<file path="src/hdl/peiu_pkg.sv">
/*
 * Shared constants for the transceiver event interrupt unit: register
 * addresses, field positions, reset values, pin routes and timing.
 * Assumes a single 125 MHz device clock drives the whole unit.
 */
package peiu_pkg;

    // Management register addresses seen on the internal register port.
    localparam logic [4:0]  REG_BASIC_STATUS = 5'h01;
    localparam logic [4:0]  REG_AN_EXPANSION = 5'h06;
    localparam logic [4:0]  REG_SRC_FLAGS    = 5'h1d;
    localparam logic [4:0]  REG_IRQ_MASK     = 5'h1e;

    // Event positions inside the flag and mask registers.
    localparam int          EV_LO            = 1;
    localparam int          EV_HI            = 8;
    localparam int          EV_PAGE_RX       = 1;
    localparam int          EV_PAR_FAULT     = 2;
    localparam int          EV_LP_ACK        = 3;
    localparam int          EV_LINK_DOWN     = 4;
    localparam int          EV_REMOTE_FAULT  = 5;
    localparam int          EV_AN_DONE       = 6;
    localparam int          EV_ENERGY        = 7;
    localparam int          EV_WAKE          = 8;

    // Reset values; the energy flag starts set because acquisition does.
    localparam logic [15:0] FLAGS_RESET      = 16'h0080;
    localparam logic [15:0] MASK_RESET       = 16'h0000;
    localparam logic [15:0] EV_FIELD         = 16'h01fe;
    localparam logic [15:0] DATA_ZERO        = 16'h0000;

    // Output pin routes for the interrupt line.
    localparam logic [1:0]  ROUTE_TX_ERROR_PIN   = 2'h0;
    localparam logic [1:0]  ROUTE_IND1_PIN   = 2'h1;
    localparam logic [1:0]  ROUTE_IND2_PIN   = 2'h2;

    // Late energy-detect pulse timing.
    localparam int          CLK_HZ           = 125_000_000;
    localparam int          ENERGY_DELAY_MS  = 1000;
    localparam int          ENERGY_PULSE_MS  = 256;
    localparam int          ENERGY_DELAY_CYC = CLK_HZ / 1000 * ENERGY_DELAY_MS;
    localparam int          ENERGY_PULSE_CYC = CLK_HZ / 1000 * ENERGY_PULSE_MS;
    localparam int          TIMER_W          = 27;

    typedef enum logic [1:0] {
        PEIU_LATE_IDLE,
        PEIU_LATE_ARMED,
        PEIU_LATE_WAIT,
        PEIU_LATE_PULSE
    } peiu_late_e;

endpackage : peiu_pkg

</file>
<file path="src/hdl/peiu_phy_event_irq.sv">
/*
 * Event interrupt unit of the transceiver: eight latched source flags,
 * their enable mask, primary and alternate clearing modes, the late
 * energy-detect pulse and routing of the active-low line to three pins.
 * Assumes the management frame engine presents decoded register accesses
 * as one-cycle strobes on mclk, and that all status inputs come from
 * logic already on mclk, so none of them is synchronised here.
 * The wake pin, the indicator drivers and the mode select bit itself
 * live outside this unit and only meet it through the ports below.
 */
`timescale 1ns/10ps
`default_nettype none

module peiu_phy_event_irq #(
    parameter int DELAY_CYC = peiu_pkg::ENERGY_DELAY_CYC,
    parameter int PULSE_CYC = peiu_pkg::ENERGY_PULSE_CYC
) (
    input  wire logic        mclk,
    input  wire logic        rst_n,
    input  wire logic [4:0]  reg_addr,
    input  wire logic        reg_rd,
    input  wire logic        reg_wr,
    input  wire logic [15:0] reg_wdata,
    output var  logic [15:0] reg_rdata,
    input  wire logic        alt_irq_mode_sel,
    input  wire logic [1:0]  irq_route_sel,
    input  wire logic [3:0]  wake_status,
    input  wire logic        line_energy_detect,
    input  wire logic        an_complete,
    input  wire logic        remote_fault,
    input  wire logic        link_status,
    input  wire logic        lp_acknowledge,
    input  wire logic        par_detect_fault,
    input  wire logic        page_received,
    input  wire logic        an_restart,
    output var  logic        irq_out_n,
    output var  logic        irq_tx_error_pin_n,
    output var  logic        irq_ind1_pin_n,
    output var  logic        irq_ind2_pin_n
);
    import peiu_pkg::*;

    // Terminal counts of the late-pulse timer. One counter serves both the
    // wait and the pulse, so both counts must fit in TIMER_W bits; the
    // default one-second wait is the larger of the two.
    localparam logic [TIMER_W-1:0] DELAY_LAST = TIMER_W'(DELAY_CYC - 1);
    localparam logic [TIMER_W-1:0] PULSE_LAST = TIMER_W'(PULSE_CYC - 1);
    localparam logic [TIMER_W-1:0] TIMER_ZERO = '0;

    // Register copies, last-seen source levels and per-event set and
    // clear terms. Event vectors are indexed by the flag bit positions,
    // so bit i of every vector belongs to the same event.
    logic [15:0]        flags;
    logic [15:0]        next_flags;
    logic [15:0]        mask;
    logic [15:0]        next_mask;
    logic [15:0]        next_rdata;
    logic [EV_HI:EV_LO] active;
    logic [EV_HI:EV_LO] active_prev;
    logic [EV_HI:EV_LO] rise;
    logic [EV_HI:EV_LO] fall;
    logic [EV_HI:EV_LO] set_ev;
    logic [EV_HI:EV_LO] clr_ev;
    logic               rd_flags;
    logic               rd_status;
    logic               rd_expansion;
    logic               wr_flags;
    logic               wr_mask;
    logic               link_lost;
    peiu_late_e         late_state;
    peiu_late_e         next_late_state;
    logic [TIMER_W-1:0] timer;
    logic [TIMER_W-1:0] next_timer;
    logic               late_pulse;
    logic               next_irq_n;
    logic               next_tx_error_n;
    logic               next_ind1_n;
    logic               next_ind2_n;

    // Each event as an active-high level; link down is link status low.
    // Turning link loss into a rising level lets one edge detector serve
    // all eight events alike.
    assign active[EV_WAKE]         = |wake_status;
    assign active[EV_ENERGY]       = line_energy_detect;
    assign active[EV_AN_DONE]      = an_complete;
    assign active[EV_REMOTE_FAULT] = remote_fault;
    assign active[EV_LINK_DOWN]    = ~link_status;
    assign active[EV_LP_ACK]       = lp_acknowledge;
    assign active[EV_PAR_FAULT]    = par_detect_fault;
    assign active[EV_PAGE_RX]      = page_received;

    // Decoded register strobes. Reads of the basic status and expansion
    // registers are only watched here: their data comes from elsewhere,
    // but in primary mode each such read releases some of the flags below.
    assign rd_flags     = reg_rd && (reg_addr == REG_SRC_FLAGS);
    assign rd_status    = reg_rd && (reg_addr == REG_BASIC_STATUS);
    assign rd_expansion = reg_rd && (reg_addr == REG_AN_EXPANSION);
    assign wr_flags     = reg_wr && (reg_addr == REG_SRC_FLAGS);
    assign wr_mask      = reg_wr && (reg_addr == REG_IRQ_MASK);
    assign rise         = active & ~active_prev;
    assign fall         = ~active & active_prev;
    assign link_lost    = rise[EV_LINK_DOWN];

    // Per-event set and clear terms. Setting always beats clearing, so an
    // edge landing on the same cycle as a read or a write-one survives.
    // Reads never clear in alternate mode and write-one never clears in
    // primary mode; the mode input picks one of the two terms per event.
    generate
        for (genvar i = EV_LO; i <= EV_HI; i++) begin : g_event
            logic prim_clr;
            logic alt_clr;
            always_comb begin
                // Link down has no edge clear: only reads release it.
                prim_clr = rd_flags
                    || ((i != EV_LINK_DOWN) && fall[i]);
                if (i == EV_WAKE) begin
                    prim_clr = rd_flags || !active[i];
                end
                if (i == EV_REMOTE_FAULT || i == EV_LINK_DOWN) begin
                    prim_clr = prim_clr || rd_status;
                end
                if (i == EV_PAR_FAULT || i == EV_PAGE_RX) begin
                    prim_clr = prim_clr || rd_expansion
                        || an_restart || link_lost;
                end
                // Write-one only clears if the source has gone quiet.
                alt_clr = wr_flags && reg_wdata[i]
                    && !active[i];
            end
            // Only a fresh edge sets a flag; a level left standing does not.
            assign set_ev[i] = rise[i];
            assign clr_ev[i] = alt_irq_mode_sel ? alt_clr : prim_clr;
        end
    endgenerate

    // Next register contents and registered read data. Read data is zero
    // outside the cycle after a read, so a stale word never lingers on the
    // shared return path; unused bits always read as zero.
    always_comb begin
        next_flags = flags;
        next_mask  = mask;
        for (int k = EV_LO; k <= EV_HI; k++) begin
            if (set_ev[k]) begin
                next_flags[k] = 1'b1;
            end else if (clr_ev[k]) begin
                next_flags[k] = 1'b0;
            end
        end
        if (wr_mask) begin
            next_mask = reg_wdata & EV_FIELD;
        end
        next_rdata = DATA_ZERO;
        if (rd_flags) begin
            next_rdata = flags & EV_FIELD;
        end else if (reg_rd && (reg_addr == REG_IRQ_MASK)) begin
            next_rdata = mask & EV_FIELD;
        end
    end

    // Register state. Flags start with the energy bit set.
    // The last-seen energy level also resets high, as acquisition starts
    // with energy present; if the line is quiet, the first cycle after
    // reset sees a falling edge and, in primary mode, the energy flag drops by itself.
    always_ff @(posedge mclk) begin
        if (!rst_n) begin
            flags       <= FLAGS_RESET;
            mask        <= MASK_RESET;
            reg_rdata   <= DATA_ZERO;
            active_prev <= FLAGS_RESET[EV_HI:EV_LO];
        end else begin
            flags       <= next_flags;
            mask        <= next_mask;
            reg_rdata   <= next_rdata;
            active_prev <= active;
        end
    end

    // Late energy pulse: arms when the energy flag is cleared with energy
    // still high, then fires a fixed pulse a second after energy drops.
    // The pulse bypasses the flag, which is why software should drop the
    // mask in its handler; dropping the mask also disarms it here.
    always_comb begin
        next_late_state = late_state;
        next_timer      = timer;
        if (!mask[EV_ENERGY]) begin
            next_late_state = PEIU_LATE_IDLE;
            next_timer      = TIMER_ZERO;
        end else begin
            case (late_state)
                // Idle: arm only on a flag cleared with energy still up.
                PEIU_LATE_IDLE: begin
                    if (flags[EV_ENERGY] && !next_flags[EV_ENERGY]
                        && active[EV_ENERGY]) begin
                        next_late_state = PEIU_LATE_ARMED;
                    end
                end
                // Armed: wait for energy to leave the line.
                PEIU_LATE_ARMED: begin
                    if (fall[EV_ENERGY]) begin
                        next_late_state = PEIU_LATE_WAIT;
                        next_timer      = TIMER_ZERO;
                    end
                end
                // Counts the delay from the fall of energy.
                PEIU_LATE_WAIT: begin
                    next_timer = timer + 1'b1;
                    if (timer == DELAY_LAST) begin
                        next_late_state = PEIU_LATE_PULSE;
                        next_timer      = TIMER_ZERO;
                    end
                end
                // Holds the line low for the fixed pulse length.
                PEIU_LATE_PULSE: begin
                    next_timer = timer + 1'b1;
                    if (timer == PULSE_LAST) begin
                        next_late_state = PEIU_LATE_IDLE;
                        next_timer      = TIMER_ZERO;
                    end
                end
                default: begin
                    next_late_state = PEIU_LATE_IDLE;
                    next_timer      = TIMER_ZERO;
                end
            endcase
        end
    end

    // Late-pulse state and timer registers. Reset leaves the timer idle,
    // so a pulse can never be half-way through when the unit comes up.
    always_ff @(posedge mclk) begin
        if (!rst_n) begin
            late_state <= PEIU_LATE_IDLE;
            timer      <= TIMER_ZERO;
        end else begin
            late_state <= next_late_state;
            timer      <= next_timer;
        end
    end

    // The pulse is a plain state decode; it reaches the pins through the
    // output flip-flops, one cycle after the state enters the pulse.
    assign late_pulse = (late_state == PEIU_LATE_PULSE);

    // Line level and pin routing. The line follows the flags with one
    // register stage so every pin comes straight from a flip-flop; the
    // unselected pins idle high. Route value three is unused and falls
    // back to the transmit-error pin, so a bad strap never hides the line.
    // Changing the route moves the line on the next cycle, not mid-cycle.
    always_comb begin
        next_irq_n  = ~(|(next_flags[EV_HI:EV_LO] & next_mask[EV_HI:EV_LO])
                        || late_pulse);
        next_tx_error_n = 1'b1;
        next_ind1_n = 1'b1;
        next_ind2_n = 1'b1;
        case (irq_route_sel)
            ROUTE_TX_ERROR_PIN: next_tx_error_n = next_irq_n;
            ROUTE_IND1_PIN: next_ind1_n = next_irq_n;
            ROUTE_IND2_PIN: next_ind2_n = next_irq_n;
            default:        next_tx_error_n = next_irq_n;
        endcase
    end

    // Output flip-flops. All pins reset high, so no interrupt is seen
    // while the unit is held in reset.
    always_ff @(posedge mclk) begin
        if (!rst_n) begin
            irq_out_n      <= 1'b1;
            irq_tx_error_pin_n <= 1'b1;
            irq_ind1_pin_n <= 1'b1;
            irq_ind2_pin_n <= 1'b1;
        end else begin
            irq_out_n      <= next_irq_n;
            irq_tx_error_pin_n <= next_tx_error_n;
            irq_ind1_pin_n <= next_ind1_n;
            irq_ind2_pin_n <= next_ind2_n;
        end
    end

endmodule : peiu_phy_event_irq

`default_nettype wire

</file>
<file path="config.mk">
export PLATFORM = sky130hd
export DESIGN_NAME = peiu_phy_event_irq
export DESIGN_NICKNAME = d
export VERILOG_FILES = /design/src/hdl/peiu_pkg.sv /design/src/hdl/peiu_phy_event_irq.sv
export SDC_FILE = /design/constraint.sdc
export NUM_CORES = 1
export LEC_CHECK = 0
export BUFFER_PORTS_ARGS = -buffer_cell sky130_fd_sc_hd__buf_4
export CAP_MARGIN = 10
export CORE_UTILIZATION = 50
export DETAILED_ROUTE_END_ITERATION = 8
export GPL_TIMING_DRIVEN = 0
export PLACE_DENSITY = 0.76
export SYNTH_ARGS = -nofsm -noshare
export SYNTH_HDL_FRONTEND = slang
export SYNTH_SLANG_ARGS = --single-unit
export TNS_END_PERCENT = 20
</file>
<file path="constraint.sdc">
create_clock -name mclk -period 1.9 [get_ports mclk]
set_clock_uncertainty 0.2 [all_clocks]
set_input_delay 0.095 -clock mclk [delete_from_list [all_inputs] [get_ports mclk]]
set_output_delay 0.095 -clock mclk [all_outputs]
set_load 0.005 [all_outputs]
</file>
==> results of run 1 <==
cells by family (layout without fill, tap and decap cells):
family,Yosys count,in the layout,synth area share [%]
multiplexers,6,6,2.01
adder cells (fa/ha/maj),6,6,2.28
XOR/XNOR,23,23,6.11
other,1,8,0.114
flip-flops,65,65,39.5
AO/OA/AOI/OAI,67,67,16.1
AND/OR/NAND/NOR,172,172,28.8
buffers and inverters,31,122,5.13
routing by layer:
layer  up-vias  global-route usage, %  part of all wire, %
met5         -                      0                    0
met4         0                   8.62                  1.9
met3        19                   4.57                  7.6
met2       145                   39.6                   46
met1      1484                   33.3                   44
li1       1502                      -                    -
critical path, cell delays in order (launching register included):
cell and delay [ns]:
sky130_fd_sc_hd__dfxtp_4 0.38, sky130_fd_sc_hd__nand4_1 0.15, sky130_fd_sc_hd__or3_4 0.43, sky130_fd_sc_hd__or4_4 0.50, sky130_fd_sc_hd__or3_1 0.32, sky130_fd_sc_hd__nand3_1 0.08
through the flow:
stage	cells	total power, mW	util, %
6_report	546	3.15	70.2
5_1_grt	546	3.26	70.2
4_1_cts	541	3.15	69.2
3_5_place_dp	497	1.66	59.8
3_3_place_gp	497	1.66	59.8
2_1_floorplan	378	1.56	-
area by class of cell:
cell class	count	area (um2)	share of cell area (%)
Multi-Input combinational cell	282	1980	44.3
Sequential cell	65	1330	29.9
Timing Repair Buffer	76	626	14.0
Clock buffer	10	138	3.09
Buffer	16	120	2.70
Clock inverter	6	115	2.58
Tap cell	77	96.3	2.16
Inverter	14	52.6	1.18
flip-flops by register name (all words and copies together), names as in the netlist:
signal,flops
irq_ind1_pin_n,1
irq_ind2_pin_n,1
flags,8
irq_tx_error_pin_n,1
timer,27
active_prev,8
reg_rdata,8
late_state,2
mask,8
irq_out_n,1
worst paths after layout:
kind | start | slack, ns | endpoint | cells past startpoint
worst max-delay path | timer[6] | -0.24 | timer[19] | 5
worst min-delay path | wake_status[2] | 0.05 | flags[8] | 4
worst max register to register | timer[6] | -0.24 | timer[19] | 5
worst min register to register | timer[1] | 0.27 | timer[1] | 2
power groups by stage:
stage               logic [mW]  registers (mW)  clock network (mW)
global route             0.295            1.40                1.56
finish                   0.274            1.40                1.47
global placement         0.222            1.44                   0
floorplan                0.128            1.43                   0
CTS                      0.266            1.40                1.48
detailed placement       0.227            1.44                   0
cells in the mapped netlist, types with 5 or more instances:
cell type | count | area (um2)
sky130_fd_sc_hd__ha_1 | 6 | 75.1
sky130_fd_sc_hd__xor2_1 | 14 | 123
sky130_fd_sc_hd__nand3_1 | 21 | 105
sky130_fd_sc_hd__xnor2_1 | 9 | 78.8
sky130_fd_sc_hd__a22oi_1 | 9 | 67.6
sky130_fd_sc_hd__a21oi_1 | 10 | 50.1
sky130_fd_sc_hd__nor3_1 | 6 | 30.0
sky130_fd_sc_hd__and2_1 | 12 | 75.1
sky130_fd_sc_hd__dfxtp_1 | 65 | 1300
sky130_fd_sc_hd__mux2_2 | 5 | 56.3
sky130_fd_sc_hd__a211oi_1 | 5 | 37.5
sky130_fd_sc_hd__nor2_1 | 51 | 191
sky130_fd_sc_hd__buf_4 | 12 | 90.1
sky130_fd_sc_hd__nand2_1 | 26 | 97.6
sky130_fd_sc_hd__nand4_1 | 6 | 37.5
sky130_fd_sc_hd__nand2b_1 | 8 | 50.1
sky130_fd_sc_hd__o21ai_0 | 7 | 35.0
sky130_fd_sc_hd__inv_1 | 13 | 48.8
what timing repair did:
item	4_1_cts	5_1_grt
pin swaps	5	7
endpoints found under the hold margin	26	0
resized for setup	22	10
setup buffers	6	4
hold buffers	23	0
endpoints found under the setup margin	31	33
cloned	0	1
==> metrics.log, run 1 <==
[metrics] result of the run: complete, but fails checks
[metrics] violations in the final reports: setup timing
[metrics] CTS HTree Levels: 3
[metrics] mean instance size in the synthesized netlist: 8.88 um2
[metrics] PD cells: 706 mW/mm2
[metrics] Total Die Area: between 0.006 and 0.007 mm2
[metrics] unrepaired setup endpoints after global routing: yes
[metrics] fraction of the cycle the final worst path needs: 112%
[metrics] part of the power in registers: between 40% and 50%
[metrics] startpoint kind of the worst setup timing path: flip-flop
[metrics] crit path max fanout: 4
[metrics] number of max-capacitance violations reported: 0
[metrics] io pins: 60
[metrics] clock root buffer: sky130_fd_sc_hd__clkbuf_8
[metrics] via total after detailed routing: about 3200
[metrics] number of antenna violations at the first check in global routing: 0
[metrics] number of buffers created by CTS: 9
[metrics] maximum number of pins on one net before global-route repair: 13
[metrics] global-route total usage across every layer: between 20% and 30%
[metrics] pre-CTS WS: -0.412 ns
[metrics] Synth Flop Type: sky130_fd_sc_hd__dfxtp_1
[metrics] # fillers: between 500 and 600
[metrics] final hold violation count: 0
[metrics] type of the worst min-delay path: input port to flip-flop
[metrics] post-synthesis to final-layout area growth: 35.2%
[metrics] number of antenna-violating nets in the routed design: 0
[metrics] height of the die: roughly 83 um
[metrics] Clock Pin Slew Worst Setup and Hold Paths: approximately 0.080 ns
[metrics] final layout net count: approximately 500
[metrics] Iter 0 DRT Violations: between 200 and 300
[metrics] time the worst path needs with I/O delays and setup: roughly 2.1 ns
[metrics] average routed wire per standard cell: about 16 um
[metrics] switching share of power: a little under a quarter
[metrics] Cell Int Power: roughly 2.4 mW
[metrics] start-to-end type of the worst setup path: flip-flop to flip-flop
[metrics] Max clock buf depth: 2
[metrics] fraction of power consumed by the clock network: a little under half
[metrics] area of the mapped netlist: around 0.0033 mm2
[metrics] Seq/Total Area, Yosys: between 30% and 40%
[metrics] number of DRC violations after detailed routing: 0
[metrics] total grt overflow: 0
[metrics] commonest non-fill, non-tap cell in the layout: sky130_fd_sc_hd__buf_4
[metrics] wire length of the first global-routing pass: between 10000 and 15000 um
[metrics] switching power total: between 0.7 and 0.8 mW
[metrics] number of iterations in the first detailed-routing pass: 5
[metrics] quantity of I/O buffers inserted on ports: between 40 and 50
[metrics] Leak Pwr: about 1.7 nW
[metrics] final weighted congestion in routability-driven placement: between 0.8 and 0.9
[metrics] total negative slack: -5.01 ns
[metrics] Async SR Flop Fraction: 0%
[metrics] Max VDD drop: about 550 uV
[metrics] max-slew violation count: 0
[metrics] Yosys cell types: between 70 and 80
[metrics] Worst Setup Slack, final: -0.236 ns
[metrics] cell count after synthesis: approximately 370
[metrics] signal arrival time at the worst endpoint: 2.21 ns
[metrics] EDFF count, synth: 0
[metrics] Clock Sink Count: 65
[metrics] TritonCTS clock tree: built
[metrics] number of rows in the core area: 29
[metrics] fraction of layout cells with a size suffix above 1: between 20 and 30%
[metrics] ANT cells: 0
[metrics] final cell area excluding filler cells: 0.00446 mm2
[metrics] HPWL after DPL: around 5700 um
[metrics] total detailed-routing wirelength: ~8500 um
[metrics] endpoint required time on the critical path: 1.98 ns
[metrics] ratio of routed vias to standard cells: around 5.8
[metrics] maximum achievable frequency: 0.468 GHz
[metrics] standard cell core area: about 0.0063 mm2
[metrics] element type at the critical path end: flip-flop
[metrics] combinational group share of total power: under 10%
[metrics] vias in the first global route: 2965
[metrics] tightest slew margin relative to the limit: about half
[metrics] placed cell area: ~0.0038 mm2
[metrics] Yosys warning total: 0
[metrics] Starting Density: 51.9%
[metrics] top library cells by usage in the layout, fill and taps aside: sky130_fd_sc_hd__buf_4, sky130_fd_sc_hd__nor2_1, sky130_fd_sc_hd__dfxtp_1
[metrics] worst-case hold slack: around 0.051 ns
[metrics] clock latency on the worst-skew pair: 0.34 ns
[metrics] Worst-Margin Slew: about 0.75 ns
[metrics] Synth Register Bits: 65
[metrics] number of endpoints failing setup at the final stage: 33
[metrics] x dimension of the die: a little over 80 um
Power figures use the tool's default switching activity.
==> run 2, diff against run 1 <==
--- a/config.mk
+++ b/config.mk
@@ -7,6 +7,7 @@
 export LEC_CHECK = 0
 export BUFFER_PORTS_ARGS = -buffer_cell sky130_fd_sc_hd__buf_4
 export CAP_MARGIN = 10
+export CORE_ASPECT_RATIO = 0.8
 export CORE_UTILIZATION = 50
 export DETAILED_ROUTE_END_ITERATION = 8
 export GPL_TIMING_DRIVEN = 0
==> metrics.log, run 2 (same netlist as run 1, synthesis figures left out) <==
[metrics] clock latency on the worst-skew pair: about 0.34 ns
[metrics] Worst-Margin Slew: about 0.7 ns
[metrics] PD cells: roughly 640 mW/mm2
[metrics] final weighted congestion in routability-driven placement: just under 0.9
[metrics] number of antenna violations at the first check in global routing: 0
[metrics] number of DRC violations after detailed routing: 0
[metrics] via total after detailed routing: about 3100
[metrics] tightest slew margin relative to the limit: about 53%
[metrics] unrepaired setup endpoints after global routing: yes
[metrics] standard cell core area: between 0.006 and 0.007 mm2
[metrics] total detailed-routing wirelength: between 8000 and 9000 um
[metrics] switching power total: approximately 0.65 mW
[metrics] number of rows in the core area: 26
[metrics] endpoint required time on the critical path: between 1.5 and 2 ns
[metrics] Max VDD drop: ~500 uV
[metrics] ANT cells: 0
[metrics] clock root buffer: sky130_fd_sc_hd__clkbuf_8
[metrics] io pins: 60
[metrics] post-synthesis to final-layout area growth: 34.1%
[metrics] cell breakdown of the critical path: nand4_1 -> or4_4 -> o31ai_4 -> nand2_2 -> o21bai_4 -> buf_6 -> nor2_1
[metrics] maximum achievable frequency: between 0.4 and 0.5 GHz
[metrics] average routed wire per standard cell: about 16 um
[metrics] quantity of I/O buffers inserted on ports: 42
[metrics] signal arrival time at the worst endpoint: approximately 2.2 ns
[metrics] part of the power in registers: ~50%
[metrics] CP bufs+invs: 1
[metrics] x dimension of the die: a little over 90 um
[metrics] Worst Setup Slack, final: -0.270 ns
[metrics] Leak Pwr: between 1.5 and 2 nW
[metrics] maximum number of pins on one net before global-route repair: 11
[metrics] # fillers: 485
[metrics] wire length of the first global-routing pass: 13200 um
[metrics] Biggest register: timer
[metrics] max-slew violation count: 0
[metrics] pre-CTS WS: -0.368 ns
[metrics] Iter 0 DRT Violations: just over 300
[metrics] vias in the first global route: between 2000 and 3000
[metrics] startpoint kind of the worst setup timing path: flip-flop
[metrics] Clock Pin Slew Worst Setup and Hold Paths: 0.07 ns
[metrics] cell with the biggest individual delay on the critical path: sky130_fd_sc_hd__or4_4
[metrics] Worst path top cell family by delay: simple AND/OR/NAND/NOR gates
[metrics] Starting Density: approximately half
[metrics] Max clock buf depth: 2
[metrics] violations in the final reports: setup timing
[metrics] crit path max fanout: 10
[metrics] top library cells by usage in the layout, fill and taps aside: sky130_fd_sc_hd__buf_4, sky130_fd_sc_hd__nor2_1, sky130_fd_sc_hd__dfxtp_1
[metrics] element type at the critical path end: flip-flop
[metrics] type of the worst min-delay path: input port to flip-flop
[metrics] commonest non-fill, non-tap cell in the layout: sky130_fd_sc_hd__buf_4
[metrics] combinational group share of total power: approximately 9.7%
[metrics] Clock Sink Count: 65
[metrics] final hold violation count: 0
[metrics] total grt overflow: 0
[metrics] Total Die Area: 0.00692 mm2
[metrics] fraction of layout cells with a size suffix above 1: a little under 30%
[metrics] number of max-capacitance violations reported: 0
[metrics] height of the die: roughly 75 um
[metrics] number of buffers created by CTS: 9
[metrics] max FFs per register: 27
[metrics] TritonCTS clock tree: built
[metrics] number of iterations in the first detailed-routing pass: 5
[metrics] worst-case hold slack: between 0.03 and 0.04 ns
[metrics] number of endpoints failing setup at the final stage: 29
[metrics] top metal layer carrying routed signals: met4
[metrics] total length of routed met3 wires: ~550 um
[metrics] time the worst path needs with I/O delays and setup: approximately 2.2 ns
[metrics] CTS HTree Levels: 3
[metrics] global-route total usage across every layer: roughly a quarter
[metrics] switching share of power: approximately a quarter
[metrics] start-to-end type of the worst setup path: flip-flop to flip-flop
[metrics] fraction of power consumed by the clock network: about two fifths
[metrics] Met1 Routed Length: slightly above 4000 um
[metrics] Cell Int Power: ~2.2 mW
[metrics] slowest cell delay on critical path: 0.46 ns
[metrics] result of the run: complete, but fails checks
[metrics] overall power: approximately 2.8 mW
[metrics] ratio of routed vias to standard cells: approximately 5.7
[metrics] HPWL after DPL: about 5700 um
[metrics] number of antenna-violating nets in the routed design: 0
[metrics] final layout net count: a little over 500
[metrics] length of routed met2 wiring: about 3900 um
[metrics] fraction of the cycle the final worst path needs: 114%
==> run 2: what timing repair did <==
item	4_1_cts	5_1_grt
setup endpoints to repair	29	33
setup buffers	7	2
gates resized for setup	14	21
cloned	0	0
hold endpoints to repair	26	0
hold buffers	22	0
pin swaps	14	6
==> run 2: layout make-up <==
| cell class | count | area [um2] | area share, % |
|---|---|---|---|
| Multi-Input combinational cell | 282 | 2010 | 45.5 |
| Clock inverter | 3 | 42.5 | 0.963 |
| Buffer | 16 | 120 | 2.72 |
| Tap cell | 84 | 105 | 2.38 |
| Clock buffer | 11 | 141 | 3.20 |
| Inverter | 14 | 52.6 | 1.19 |
| Timing Repair Buffer | 73 | 616 | 13.9 |
| Sequential cell | 65 | 1330 | 30.2 |
==> run 2: worst register-to-register path, stage by stage (launching register included) <==
cell and delay (ns):
sky130_fd_sc_hd__dfxtp_2 0.37, sky130_fd_sc_hd__nand4_1 0.14, sky130_fd_sc_hd__or4_4 0.46, sky130_fd_sc_hd__o31ai_4 0.35, sky130_fd_sc_hd__nand2_2 0.14, sky130_fd_sc_hd__o21bai_4 0.19, sky130_fd_sc_hd__buf_6 0.16, sky130_fd_sc_hd__nor2_1 0.05
==> run 2: final timing paths <==
check | start | end | slack [ns] | cells past startpoint
worst min-delay path | reg_wdata[6] | flags[6] | 0.04 | 4
worst max register to register | timer[21] | timer[4] | -0.27 | 7
worst max-delay path | timer[21] | timer[4] | -0.27 | 7
worst min register to register | timer[1] | timer[1] | 0.29 | 2
==> run 2: metal layers <==
metal	vias to the layer above	global-route usage (%)
li1	1494	-
met1	1491	33.7
met2	125	38.9
met3	14	7.27
met4	0	9.23
met5	-	0
==> run 2: per-stage QoR <==
step                      instance area [um2]  util [%]  setup TNS (ns)  cells
after floorplan                          3390         -          -0.506    378
after global placement                   3810      59.7           -5.97    504
after detailed placement                 3810      59.7           -7.09    504
after CTS                                4320      67.7           -5.32    546
after global routing                     4420      69.3           -9.08    548
final                                    4420      69.3           -7.17    548
==> run 2: power by group through the flow <==
| stage | Clock (mW) | Sequential (mW) | Combinational, mW |
|---|---|---|---|
| final | 1.13 | 1.40 | 0.271 |
| after global routing | 1.21 | 1.40 | 0.293 |
| after CTS | 1.15 | 1.40 | 0.263 |
| after detailed placement | 0 | 1.44 | 0.226 |
| after global placement | 0 | 1.44 | 0.221 |
| after floorplan | 0 | 1.43 | 0.128 |
==> run 3, diff against run 2 <==
--- a/config.mk
+++ b/config.mk
@@ -8,10 +8,11 @@
 export BUFFER_PORTS_ARGS = -buffer_cell sky130_fd_sc_hd__buf_4
 export CAP_MARGIN = 10
 export CORE_ASPECT_RATIO = 0.8
-export CORE_UTILIZATION = 50
+export CORE_UTILIZATION = 52
+export CTS_BUF_LIST = sky130_fd_sc_hd__clkbuf_8
 export DETAILED_ROUTE_END_ITERATION = 8
 export GPL_TIMING_DRIVEN = 0
-export PLACE_DENSITY = 0.76
+export PLACE_DENSITY = 0.78
 export SYNTH_ARGS = -nofsm -noshare
 export SYNTH_HDL_FRONTEND = slang
 export SYNTH_SLANG_ARGS = --single-unit
==> constraint.sdc (replaced) <==
create_clock -name mclk -period 1.75 [get_ports mclk]
set_clock_uncertainty 0.2 [all_clocks]
set_input_delay 0.0875 -clock mclk [delete_from_list [all_inputs] [get_ports mclk]]
set_output_delay 0.0875 -clock mclk [all_outputs]
set_load 0.005 [all_outputs]
==> metrics.log, run 3 (same netlist as run 1, synthesis figures left out) <==
[metrics] ANT cells: 0
[metrics] start-to-end type of the worst setup path: flip-flop to flip-flop
[metrics] final cell area excluding filler cells: approximately 0.0045 mm2
[metrics] number of rows in the core area: 25
[metrics] final hold violation count: 0
[metrics] TritonCTS clock tree: built
[metrics] capture endpoint of the worst hold path: flags[8]
[metrics] Worst-Margin Slew: roughly 0.73 ns
[metrics] clock root buffer: sky130_fd_sc_hd__clkbuf_8
[metrics] origin of the critical flop-to-flop path: timer[10]
[metrics] quantity of I/O buffers inserted on ports: 42
[metrics] endpoint required time on the critical path: 1.84 ns
[metrics] reg2reg path depth: 5
[metrics] Clock Pin Slew Worst Setup and Hold Paths: approximately 0.070 ns
[metrics] Reg-to-Reg End: timer[19]
[metrics] maximum achievable frequency: around 0.47 GHz
[metrics] Max VDD drop: between 500 and 600 uV
[metrics] number of antenna-violating nets in the routed design: 0
[metrics] fraction of layout cells with a size suffix above 1: about 31%
[metrics] number of antenna violations at the first check in global routing: 0
[metrics] post-synthesis to final-layout area growth: 37.5%
[metrics] height of the die: 73.2 um
[metrics] final weighted congestion in routability-driven placement: 0.878
[metrics] startpoint kind of the worst setup timing path: flip-flop
[metrics] Iter 0 DRT Violations: between 200 and 300
[metrics] total detailed-routing wirelength: between 8000 and 9000 um
[metrics] io pins: 60
[metrics] x dimension of the die: 91.0 um
[metrics] Leak Pwr: between 1.5 and 2 nW
[metrics] Clock Sink Count: 65
[metrics] element type at the critical path end: flip-flop
[metrics] Hold Path Cell Cnt: 4
[metrics] max-slew violation count: 0
[metrics] reg-to-reg setup timing slack: -0.40 ns
[metrics] type of the worst min-delay path: input port to flip-flop
[metrics] final layout net count: 518
[metrics] PD cells: 705 mW/mm2
[metrics] number of max-capacitance violations reported: 0
[metrics] number of endpoints failing setup at the final stage: 33
[metrics] global-route total usage across every layer: roughly 28%
[metrics] number of buffers created by CTS: 9
[metrics] standard cell core area: between 0.006 and 0.007 mm2
[metrics] result of the run: complete, but fails checks
[metrics] worst-case hold slack: roughly 0.016 ns
[metrics] tightest slew margin relative to the limit: 51.1%
[metrics] CTS HTree Levels: 3
[metrics] top library cells by usage in the layout, fill and taps aside: sky130_fd_sc_hd__buf_4, sky130_fd_sc_hd__nor2_1, sky130_fd_sc_hd__dfxtp_1
[metrics] number of iterations in the first detailed-routing pass: 5
[metrics] vias in the first global route: roughly 3100
[metrics] wire length of the first global-routing pass: approximately 14000 um
[metrics] HPWL after DPL: ~5800 um
[metrics] Max clock buf depth: 2
[metrics] Starting Density: a little over half
[metrics] max FFs per register: 27
[metrics] # fillers: approximately 430
[metrics] ratio of routed vias to standard cells: between 5 and 6
[metrics] unrepaired setup endpoints after global routing: yes
[metrics] Min-Delay Startpoint: wake_status[2]
[metrics] average routed wire per standard cell: 16.1 um
[metrics] fraction of the cycle the final worst path needs: 123%
[metrics] time the worst path needs with I/O delays and setup: roughly 2.1 ns
[metrics] commonest non-fill, non-tap cell in the layout: sky130_fd_sc_hd__buf_4
[metrics] violations in the final reports: setup timing
[metrics] via total after detailed routing: between 3000 and 4000
[metrics] pre-CTS WS: -0.541 ns
[metrics] crit path max fanout: 3
[metrics] clock latency on the worst-skew pair: about 0.35 ns
[metrics] Total Die Area: between 0.006 and 0.007 mm2
[metrics] Worst Setup Slack, final: -0.396 ns
[metrics] number of DRC violations after detailed routing: 0
[metrics] signal arrival time at the worst endpoint: 2.24 ns
[metrics] Biggest register: timer
[metrics] maximum number of pins on one net before global-route repair: 11
[metrics] placed cell area: around 0.0038 mm2
[metrics] total grt overflow: 0
## run 3: layer usage
layer | vias to the layer above | wire length, um | global-route usage (%)
li1 | 1520 | - | -
met1 | 1526 | 3940 | 34.3
met2 | 165 | 4110 | 45.8
met3 | 25 | 789 | 8.33
met4 | 0 | 147 | 11.1
met5 | - | 0 | 0
## run 3: repair_timing
action / CTS / global route
hold endpoints to repair: 26 / 0
resized for setup: 27 / 10
endpoints found under the setup margin: 33 / 33
pin swaps: 26 / 10
setup buffers: 11 / 7
hold buffers: 24 / 0
## run 3: layout make-up
cell class / count / area (um2) / area share (%)
buffer: 16 / 121 / 2.68
clock buffer: 10 / 138 / 3.04
clock inverter: 5 / 72.6 / 1.60
inverter: 14 / 52.6 / 1.16
multi-input combinational: 282 / 2000 / 44.2
sequential: 65 / 1340 / 29.5
tap: 81 / 101 / 2.24
timing repair buffer: 84 / 707 / 15.6
## run 3: per-stage QoR
| step | util, % | instances | power, mW | setup TNS [ns] |
|---|---|---|---|---|
| 2_1_floorplan | - | 378 | 1.69 | -4.34 |
| 3_3_place_gp | 63.5 | 501 | 1.80 | -10.95 |
| 3_5_place_dp | 63.5 | 501 | 1.80 | -11.55 |
| 4_1_cts | 74.1 | 550 | 3.20 | -8.17 |
| 5_1_grt | 75.5 | 557 | 3.29 | -12.15 |
| 6_report | 75.5 | 557 | 3.20 | -10.38 |
## run 3: where the power goes
part	internal (mW)	switching, mW
sequential	1.50	0.0204
combinational	0.161	0.144
clock	0.820	0.554
## run 3: worst max path at each step
stage,depth (start not counted),slack (ns),end,startpoint
finish,5,-0.40,timer[19],timer[10]
global route,7,-0.48,timer[25],timer[4]
CTS,7,-0.33,timer[25],timer[6]
detailed placement,7,-0.54,irq_ind1_pin_n,reg_addr[0]
global placement,7,-0.51,irq_ind1_pin_n,reg_addr[0]
floorplan,5,-0.25,timer[19],timer[3]
## run 3: critical path, stage by stage (launching register included)
cell and delay [ns]:
sky130_fd_sc_hd__dfxtp_2 0.36, sky130_fd_sc_hd__nand4_1 0.16, sky130_fd_sc_hd__or3_4 0.41, sky130_fd_sc_hd__or4_4 0.49, sky130_fd_sc_hd__or3_1 0.37, sky130_fd_sc_hd__nand3_1 0.09
